===== src/sleep_ctl_map.vh =====
`ifndef SLEEP_CTL_MAP_VH
`define SLEEP_CTL_MAP_VH
// Register indices on the plain register port.
`define REG_COMMAND      4'h0
`define REG_STATUS       4'h1
`define REG_BUF_ADDR_LO  4'h2
`define REG_BUF_ADDR_HI  4'h3
`define REG_WAKE_MASKS   4'h4
`define REG_RESUME       4'h5
`define REG_DESC_SEL     4'h6
`define REG_DESC_LO      4'h7
`define REG_DESC_HI      4'h8
// Command register fields.
`define CMD_QUERY_BIT    0
`define CMD_SLEEP_BIT    1
// Status codes as 8-bit two's complement.
`define STATUS_OK        8'h00
`define STATUS_BAD_ARG   8'hFE
`define STATUS_ERROR     8'hFD
`define STATUS_RESET     8'h00
// Wake mask register fields.
`define MASK_CLASS_LSB   0
`define MASK_CLASS_MSB   3
`define MASK_ALL_BIT     4
`define MASK_PMI_BIT     5
`define MASK_MC_BIT      6
// Descriptor field positions in the 64-bit word.
`define DESC_WAKE_LSB    0
`define DESC_SLEEP_LSB   16
`define DESC_POWER_LSB   32
`define DESC_PRESENT_BIT 60
`define DESC_SYNC_BIT    61
// Resume target codes.
`define RESUME_NONE      3'h0
`define RESUME_CALLER    3'h1
`define RESUME_PMI       3'h2
`define RESUME_MC        3'h3
`define RESUME_RESTART   3'h4
`define RESUME_RESET     3'h5
// Buffer geometry.
`define DESC_COUNT       4'h8
`define BUF_ALIGN_MASK   32'h0000_0007
`endif


===== src/low_power_state_control.v =====
`timescale 1ns/1ps
`default_nettype none
`include "sleep_ctl_map.vh"
module low_power_state_control (
   input  wire        core_clk,
   input  wire        rst_n,
   input  wire [3:0]  reg_addr,
   input  wire [31:0] reg_wdata,
   input  wire        reg_write,
   input  wire        reg_read,
   output reg  [31:0] reg_rdata,
   output reg         mem_write,
   output reg  [63:0] mem_addr,
   output reg  [63:0] mem_wdata,
   input  wire        mem_ready,
   output reg         halt_fetch,
   output reg         keep_coherent,
   output reg         sleep_ack,
   input  wire        platform_mgmt_interrupt,
   input  wire        machine_check,
   input  wire        restart_event,
   input  wire        reset_wake,
   input  wire        ext_interrupt,
   input  wire        nmi,
   input  wire [3:0]  ext_int_class,
   output reg         core_reset_req,
   output reg  [2:0]  resume_target,
   output reg         resume_pulse
);
   localparam [3:0] ST_IDLE  = 4'b0001;
   localparam [3:0] ST_QUERY = 4'b0010;
   localparam [3:0] ST_SLEEP = 4'b0100;
   localparam [3:0] ST_WAKE  = 4'b1000;

   reg [3:0]  state;
   reg [7:0]  status;
   reg [63:0] buf_addr;
   reg [6:0]  wake_masks;
   reg [2:0]  desc_sel;
   reg [3:0]  slot;
   reg        busy;
   reg [2:0]  next_target;
   reg [2:0]  wake_sync [0:5];
   reg [5:0]  wake_lvl;
   wire [5:0] wake_raw;
   wire [63:0] sel_desc;
   wire        ext_ok;
   integer     i;

   // Packs one descriptor: sync, present, power, sleep delay, wake delay.
   function [63:0] pack_desc;
      input        sync;
      input        present;
      input [27:0] power_mw;
      input [15:0] sleep_cyc;
      input [15:0] wake_cyc;
      begin
         pack_desc = 64'h0;
         pack_desc[`DESC_WAKE_LSB +: 16]  = wake_cyc;
         pack_desc[`DESC_SLEEP_LSB +: 16] = sleep_cyc;
         pack_desc[`DESC_POWER_LSB +: 28] = power_mw;
         pack_desc[`DESC_PRESENT_BIT]     = present;
         pack_desc[`DESC_SYNC_BIT]        = sync;
      end
   endfunction

   // Fixed table; absent slots are all zero so no stale fields leak.
   function [63:0] desc_rom;
      input [2:0] idx;
      begin
         case (idx)
            3'h0:    desc_rom = pack_desc(1'b1, 1'b1, 28'h0000064, 16'h0010, 16'h0010);
            3'h1:    desc_rom = pack_desc(1'b0, 1'b1, 28'h0000032, 16'h0100, 16'h0100);
            default: desc_rom = 64'h0;
         endcase
      end
   endfunction

   assign sel_desc = desc_rom(desc_sel);
   // The non-maskable line has its own channel; the mask logic reads only synchronised wake levels and the raw ext_int_class pins.
   assign wake_raw = {nmi, reset_wake, restart_event, machine_check,
                      platform_mgmt_interrupt, ext_interrupt | nmi};

   // Three-stage synchronisers; a level counts once stages two and three agree.
   always @(posedge core_clk or negedge rst_n) begin
      if (!rst_n) begin
         for (i = 0; i < 6; i = i + 1)
            wake_sync[i] <= 3'h0;
         wake_lvl <= 6'h00;
      end else begin
         for (i = 0; i < 6; i = i + 1) begin
            wake_sync[i] <= {wake_sync[i][1:0], wake_raw[i]};
            if (wake_sync[i][1] == wake_sync[i][2])
               wake_lvl[i] <= wake_sync[i][2];
         end
      end
   end

   // Class mask passes classes above it; the all-mask bit blocks every external interrupt but NMI.
   assign ext_ok = (wake_lvl[5] | (!wake_masks[`MASK_ALL_BIT] &&
                   (ext_int_class > wake_masks[`MASK_CLASS_MSB:`MASK_CLASS_LSB])))
                   && wake_lvl[0];

   always @* begin
      next_target = `RESUME_NONE;
      if (wake_lvl[4])
         next_target = `RESUME_RESET;
      else if (wake_lvl[2])
         next_target = wake_masks[`MASK_MC_BIT] ? `RESUME_CALLER : `RESUME_MC;
      else if (wake_lvl[3])
         next_target = wake_masks[`MASK_MC_BIT] ? `RESUME_CALLER : `RESUME_RESTART;
      else if (wake_lvl[1])
         next_target = wake_masks[`MASK_PMI_BIT] ? `RESUME_CALLER : `RESUME_PMI;
      else if (ext_ok)
         next_target = `RESUME_CALLER;
   end

   always @(posedge core_clk or negedge rst_n) begin
      if (!rst_n) begin
         state          <= ST_IDLE;
         status         <= `STATUS_RESET;
         buf_addr       <= 64'h0;
         wake_masks     <= 7'h00;
         desc_sel       <= 3'h0;
         slot           <= 4'h0;
         busy           <= 1'b0;
         reg_rdata      <= 32'h0;
         mem_write      <= 1'b0;
         mem_addr       <= 64'h0;
         mem_wdata      <= 64'h0;
         halt_fetch     <= 1'b0;
         keep_coherent  <= 1'b0;
         sleep_ack      <= 1'b0;
         core_reset_req <= 1'b0;
         resume_target  <= `RESUME_NONE;
         resume_pulse   <= 1'b0;
      end else begin
         resume_pulse   <= 1'b0;
         core_reset_req <= 1'b0;
         reg_rdata      <= 32'h0;
         if (reg_read) begin
            case (reg_addr)
               `REG_STATUS:      reg_rdata <= {23'h0, busy, status};
               `REG_BUF_ADDR_LO: reg_rdata <= buf_addr[31:0];
               `REG_BUF_ADDR_HI: reg_rdata <= buf_addr[63:32];
               `REG_WAKE_MASKS:  reg_rdata <= {25'h0, wake_masks};
               `REG_RESUME:      reg_rdata <= {29'h0, resume_target};
               `REG_DESC_SEL:    reg_rdata <= {29'h0, desc_sel};
               `REG_DESC_LO:     reg_rdata <= sel_desc[31:0];
               `REG_DESC_HI:     reg_rdata <= sel_desc[63:32];
               default:          reg_rdata <= 32'h0;
            endcase
         end
         if (reg_write) begin
            case (reg_addr)
               `REG_BUF_ADDR_LO: buf_addr[31:0]  <= reg_wdata;
               `REG_BUF_ADDR_HI: buf_addr[63:32] <= reg_wdata;
               `REG_WAKE_MASKS:  wake_masks      <= reg_wdata[6:0];
               `REG_DESC_SEL:    desc_sel        <= reg_wdata[2:0];
               default:          ;
            endcase
         end
         case (state)
            ST_IDLE: begin
               if (reg_write && reg_addr == `REG_COMMAND) begin
                  if (reg_wdata[`CMD_QUERY_BIT] && reg_wdata[`CMD_SLEEP_BIT]) begin
                     status <= `STATUS_BAD_ARG;
                  end else if (reg_wdata[`CMD_QUERY_BIT]) begin
                     if ((buf_addr[31:0] & `BUF_ALIGN_MASK) != 32'h0) begin
                        status <= `STATUS_BAD_ARG;
                     end else begin
                        busy      <= 1'b1;
                        slot      <= 4'h0;
                        mem_write <= 1'b1;
                        mem_addr  <= buf_addr;
                        mem_wdata <= desc_rom(3'h0);
                        state     <= ST_QUERY;
                     end
                  end else if (reg_wdata[`CMD_SLEEP_BIT]) begin
                     busy          <= 1'b1;
                     halt_fetch    <= 1'b1;
                     keep_coherent <= 1'b1;
                     resume_target <= `RESUME_NONE;
                     state         <= ST_SLEEP;
                  end
               end
            end
            ST_QUERY: begin
               if (mem_ready) begin
                  if (slot == `DESC_COUNT - 4'h1) begin
                     mem_write <= 1'b0;
                     busy      <= 1'b0;
                     status    <= `STATUS_OK;
                     state     <= ST_IDLE;
                  end else begin
                     slot      <= slot + 4'h1;
                     mem_addr  <= mem_addr + 64'h8;
                     mem_wdata <= desc_rom(slot[2:0] + 3'h1);
                  end
               end
            end
            ST_SLEEP: begin
               // The acknowledge stands at least one cycle even when a wake is already pending.
               sleep_ack <= 1'b1;
               if (sleep_ack && next_target != `RESUME_NONE) begin
                  sleep_ack     <= 1'b0;
                  halt_fetch    <= 1'b0;
                  keep_coherent <= 1'b0;
                  resume_target <= next_target;
                  state         <= ST_WAKE;
               end
            end
            ST_WAKE: begin
               resume_pulse   <= 1'b1;
               core_reset_req <= (resume_target == `RESUME_RESET);
               busy           <= 1'b0;
               status         <= `STATUS_OK;
               state          <= ST_IDLE;
            end
            default: state <= ST_IDLE;
         endcase
      end
   end
endmodule // low_power_state_control
`default_nettype wire


===== config.mk =====
export PLATFORM = sky130hd
export DESIGN_NAME = low_power_state_control
export DESIGN_NICKNAME = d
export VERILOG_FILES = /design/src/low_power_state_control.v
export VERILOG_INCLUDE_DIRS = /design/src
export SDC_FILE = /design/constraint.sdc
export NUM_CORES = 1
export LEC_CHECK = 0
export BUFFER_PORTS_ARGS = -buffer_cell sky130_fd_sc_hd__buf_2
export CORE_ASPECT_RATIO = 0.6
export CORE_MARGIN = 1.5
export CORE_UTILIZATION = 40
export CTS_CLUSTER_SIZE = 25
export DETAILED_ROUTE_END_ITERATION = 8
export PLACE_DENSITY = 0.59
export SYNTH_ARGS = -nofsm -noshare
export SYNTH_HDL_FRONTEND = slang
export SYNTH_SLANG_ARGS = --single-unit

===== constraint.sdc =====
create_clock -name core_clk -period 2.79 [get_ports core_clk]
set_input_delay 0.558 -clock core_clk [delete_from_list [all_inputs] [get_ports core_clk]]
set_output_delay 0.558 -clock core_clk [all_outputs]
set_load 0.02 [all_outputs]

======== Yosys cells after proc, flatten, opt, wreduce, memory -nomap -nowiden ========
Cells that the tools add are included.
storage, ports and cells
  bits in registers ....................... 283
  input port bits ......................... 51
  logic and storage cells ................. 170
cells by class
  $add $sub $neg .......................... 3
  order comparisons ....................... 1
  eq/ne operators ......................... 36
  multiplexer cells ....................... 75
  bitwise logic cells ..................... 2
  reduce and logical (&&, ||, !) cells .... 24
operators by type and width
  kind                     count
  $mux W64                 12
  $pmux W32 S8             1
  $pmux W64 S2             2
  $pmux W62 S2             2
  $add A64 B4 Y64 const B  1
  $mux W4                  14
  $mux W8                  6
  $mux W32                 1
  $reduce_bool A32 Y1      1
  $reduce_and A7 Y1        4
  $mux W3                  9
  $eq A4 B3 Y1 const B     6
  $pmux W8 S3              1
  $ne A2 B2 Y1 const B     10
  $mux W1                  18
  $eq A4 B2 Y1 const B     3
  $ne A3 B3 Y1 const B     4
  $pmux W4 S3              1
  $reduce_and A6 Y1        2
  $eq A4 B1 Y1 const B     2
  $eq A4 B4 Y1 const B     2
  $pmux W4 S2              1
  $reduce_and A2 Y1        4
  $eq A1 B1 Y1             6
  16 further kinds         28

======== Depth between registers and ports, before layout ========
  depth in word-level cells ............... 13
  depth in mapped cells ................... 9
  depth with buffers taken out ............ 8

======== Worst setup path after synthesis ========
No wires, ideal clock.
  path kind ............................... register to register
  from .................................... register mem_addr[3]
  to ...................................... register mem_addr[59]
  library setup time ...................... 66 ps
  data arrival time ....................... 2304 ps
  required time ........................... 2724 ps
  slack ................................... 419 ps
  stages on the path, launching flop included .. 9
  clock period less this slack ............ 2371 ps
  path through ............................ dfrtp_1 ha_1 and4_1 nand3_2 or4_1 buf_2 or4_1 nand2_1 a221o_1
on the way
  longest elaborated chain between the ends .. 4
ends and longest elaborated chain
  what                    RTL line                       RTL
  start, declared         low_power_state_control.v:13   output reg [63:0] mem_addr,
  start signal, assigned  low_power_state_control.v:175  mem_addr <= buf_addr;
  start signal, assigned  low_power_state_control.v:197  mem_addr <= mem_addr + 64'h8;
  $add A64 B4 Y64         low_power_state_control.v:197
  $mux W64                low_power_state_control.v:190  if (slot == `DESC_COUNT - 4'h1) begin
  $mux W64                low_power_state_control.v:189  if (mem_ready) begin
  $pmux W64 S2            low_power_state_control.v:163  case (state)
Every way passes these cells. The select of a mux whose other input is x is not followed.
A chain may end at the register's enable or synchronous reset.

======== Final worst setup path ========
Same ends and word-level chain as after synthesis.

==> impl_metrics.env <==
export IMPL_status="finished, final reports clean"
export IMPL_clock_sinks=215
export IMPL_hold_class="input pin to register"
export IMPL_nets=1264
export IMPL_fmax_mhz=383
export IMPL_grt_pass1_wl_mm=51.4
export IMPL_max_slew_margin_pct=37.2
export IMPL_ios=220
export IMPL_drc=0
export IMPL_synth_seq_area_share_pct=50.5
export IMPL_path_clk_slew_ps=70
export IMPL_ant_nets=0
export IMPL_irDropWorstVdd_mv=0.368
export IMPL_cts_buffers=22
export IMPL_io_buffers=166
export IMPL_area_growth_pct=17.9
export IMPL_cts_root_buf="clkbuf_16"
export IMPL_num_antenna_cells=0
export IMPL_fin_area_mm2=0.0126
export IMPL_synth_flop_cell="dfrtp_1"
export IMPL_min_period_ps=2610
export IMPL_cp_slowest_cell="or4_1"
export IMPL_track_usage_pct=24.6
export IMPL_start_util_pct=40.5
export IMPL_synth_top_area_cell="dfrtp_1"
export IMPL_power_leakage_nw=5.78
export IMPL_via_per_inst=5.56
export IMPL_grt_max_degree=67
export IMPL_tns_ps=0
export IMPL_crit_arrival_ps=3060
export IMPL_insertion_delay_ps=510
export IMPL_yosys_top_cells_count="dfrtp_1, nand2_1, nor2_1, mux2_2, buf_4"
export IMPL_firstDrtPassIters=5
export IMPL_cp_data_required_time_ps=3240
export IMPL_antenna_found_initial=1
export IMPL_worst_pin_slew_ps=940
export IMPL_core_area_mm2=0.0263
export IMPL_clock_path_buffers=3
export IMPL_fin_util_pct=47.8
export IMPL_cts_tree="yes"
export IMPL_hold_violations=0
export IMPL_fin_cells=1580
export IMPL_end_kind="register"
export IMPL_finalMaxSlewViolations=0
export IMPL_fin_crit_sh_pct=93.6
export IMPL_dieArea_mm2=0.0277
export IMPL_overflow=0
export IMPL_crit_fanout=7
export IMPL_start_kind="register"
export IMPL_synth_cells=1038
export IMPL_r2r_slack_ps=180
export IMPL_cp_top_family="simple AND/OR/NAND/NOR gates"
export IMPL_dp_hpwl_mm=24.1
export IMPL_synth_most_common_cell="dfrtp_1"
export IMPL_vias=8781
export IMPL_drt_iter0_drc=1068
export IMPL_synth_area_mm2=0.0107
export IMPL_synth_edf_count=0
export IMPL_final_setup_viol_count=0
export IMPL_routedWlPerCell_um=21.5
export IMPL_placed_cell_area_mm2=0.0119
export IMPL_htree_levels=1
export IMPL_drv_cap=0
export IMPL_rsz0062_at_grt="false"
export IMPL_wirelength_mm=34.0
export IMPL_synth_area_leaders="dfrtp_1, mux2_2, buf_4, nand2_1, a21oi_1"
export IMPL_cts_hold_buf=1
export IMPL_synth_seq_cells=215
export IMPL_ys_types=78
export IMPL_post_cts_buffers=0
export IMPL_num_rows=46
export IMPL_die_h_um=129
export IMPL_fp_dieW_um=214
export IMPL_placed_cells=1540
export IMPL_worst_path_most_repeated_cell="or4_1"
export IMPL_synth_top_area_share_pct=50.2
export IMPL_power_density_mw_per_mm2=771
export IMPL_drive_gt1_share_pct=27.5
export IMPL_cts_resized=0
export IMPL_avgSynthCellArea_um2=10.3
export IMPL_async_flop_share_pct=100
export IMPL_routabilityCongestion=0.917
export IMPL_skew_ps=8.25
export IMPL_grt_pass1_vias=8166
export IMPL_max_stage_delay_ps=690
export IMPL_path_class="register to register"
export IMPL_yosys_warnings=0
export IMPL_crit_buf_inv=0
export IMPL_crit_chain="ha_1 -> and4_1 -> nand3_2 -> or4_1 -> or4_1 -> nand2_1 -> a221o_1"
==> kinds of logic (layout without fill, tap and decap cells) <==
| kind of cell | Yosys count | count (layout) | share of synthesized area (%) |
|---|---|---|---|
| other | 1 | 53 | 0.0352 |
| XOR/XNOR | 3 | 3 | 0.246 |
| adder cells (fa/ha/maj) | 14 | 14 | 1.50 |
| flip-flops | 215 | 215 | 50.5 |
| multiplexers | 82 | 82 | 8.59 |
| AND/OR/NAND/NOR | 349 | 349 | 17.3 |
| buffers and inverters | 139 | 269 | 7.29 |
| AO/OA/AOI/OAI | 235 | 235 | 14.6 |
==> metrics by stage <==
step                hold slack [ps]  setup WS [ps]  power, mW
finish                          148            179       9.69
global route                    129           74.8       10.2
CTS                             138            220       9.73
detailed placement              335            234       6.77
global placement                331            294       6.72
floorplan                       262            419       5.85
==> where the power goes <==
group | total, mW | internal, mW | switching [mW] | leakage, nW
Clock | 2.95 | 1.69 | 1.26 | 0.340
Combinational | 2.20 | 0.874 | 1.33 | 2.74
Sequential | 4.54 | 3.74 | 0.801 | 2.70
Total | 9.69 | 6.30 | 3.40 | 5.78
==> per-layer routing <==
layer  track usage [%]  part of all wire (%)  wire length [µm]  vias to the layer above
met2              31.8                    38             13100                      419
met5                 0                     0                 0                        -
li1                  -                     -                 -                     4033
met3              8.07                    10              3540                       47
met4              4.68                   1.9               631                        0
met1              38.9                    49             16700                     4282
==> cells in the final DEF (no fill, tap or decap), drive strengths merged, types with 21 or more instances in the layout <==
master | Yosys | final
conb | 1 | 53
dfrtp | 214 | 214
o21ai | 49 | 49
clkbuf | 32 | 34
nand2 | 89 | 89
mux2 | 76 | 76
buf | 86 | 208
inv | 21 | 21
nor3 | 29 | 29
nand3 | 48 | 48
nor2 | 78 | 78
a22oi | 27 | 27
a21oi | 60 | 60
==> worst reg2reg max path, cell delays in order (launching register included) <==
cell	delay (ps)
dfrtp_1	440
ha_1	220
and4_1	390
nand3_2	200
or4_1	700
or4_1	450
nand2_1	80
a221o_1	100
==> path summary, 6_finish.rpt <==
kind,cells past startpoint,startpoint,end
max,7,mem_addr[3],mem_addr[59]
min,1,machine_check,wake_sync[9]
max reg2reg,7,mem_addr[3],mem_addr[59]
min reg2reg,0,wake_sync[12],wake_sync[13]
max in group asynchronous,3,rst_n,buf_addr[41]
min in group asynchronous,2,rst_n,keep_coherent
==> area by class of cell <==
type / instances / area, µm²
Clock inverter: 5 / 52.6
Sequential cell: 215 / 5380
Inverter: 21 / 78.8
Tap cell: 360 / 450
Clock buffer: 34 / 647
Multi-Input combinational cell: 736 / 4710
Timing Repair Buffer: 209 / 1250
Fill cell: 2506 / 13700
==> sequential cells by signal (all words and copies together) (netlist names) <==
signal and cells:
buf_addr 64, mem_addr 64, reg_rdata 32, wake_sync 18, wake_masks 7, wake_lvl 6, slot 4, state 4
desc_sel 3, mem_wdata 3, resume_target 3, busy 1, core_reset_req 1, keep_coherent 1, mem_write 1, resume_pulse 1
sleep_ack 1, status 1
Note: power is estimated with default switching activity, not from simulation.
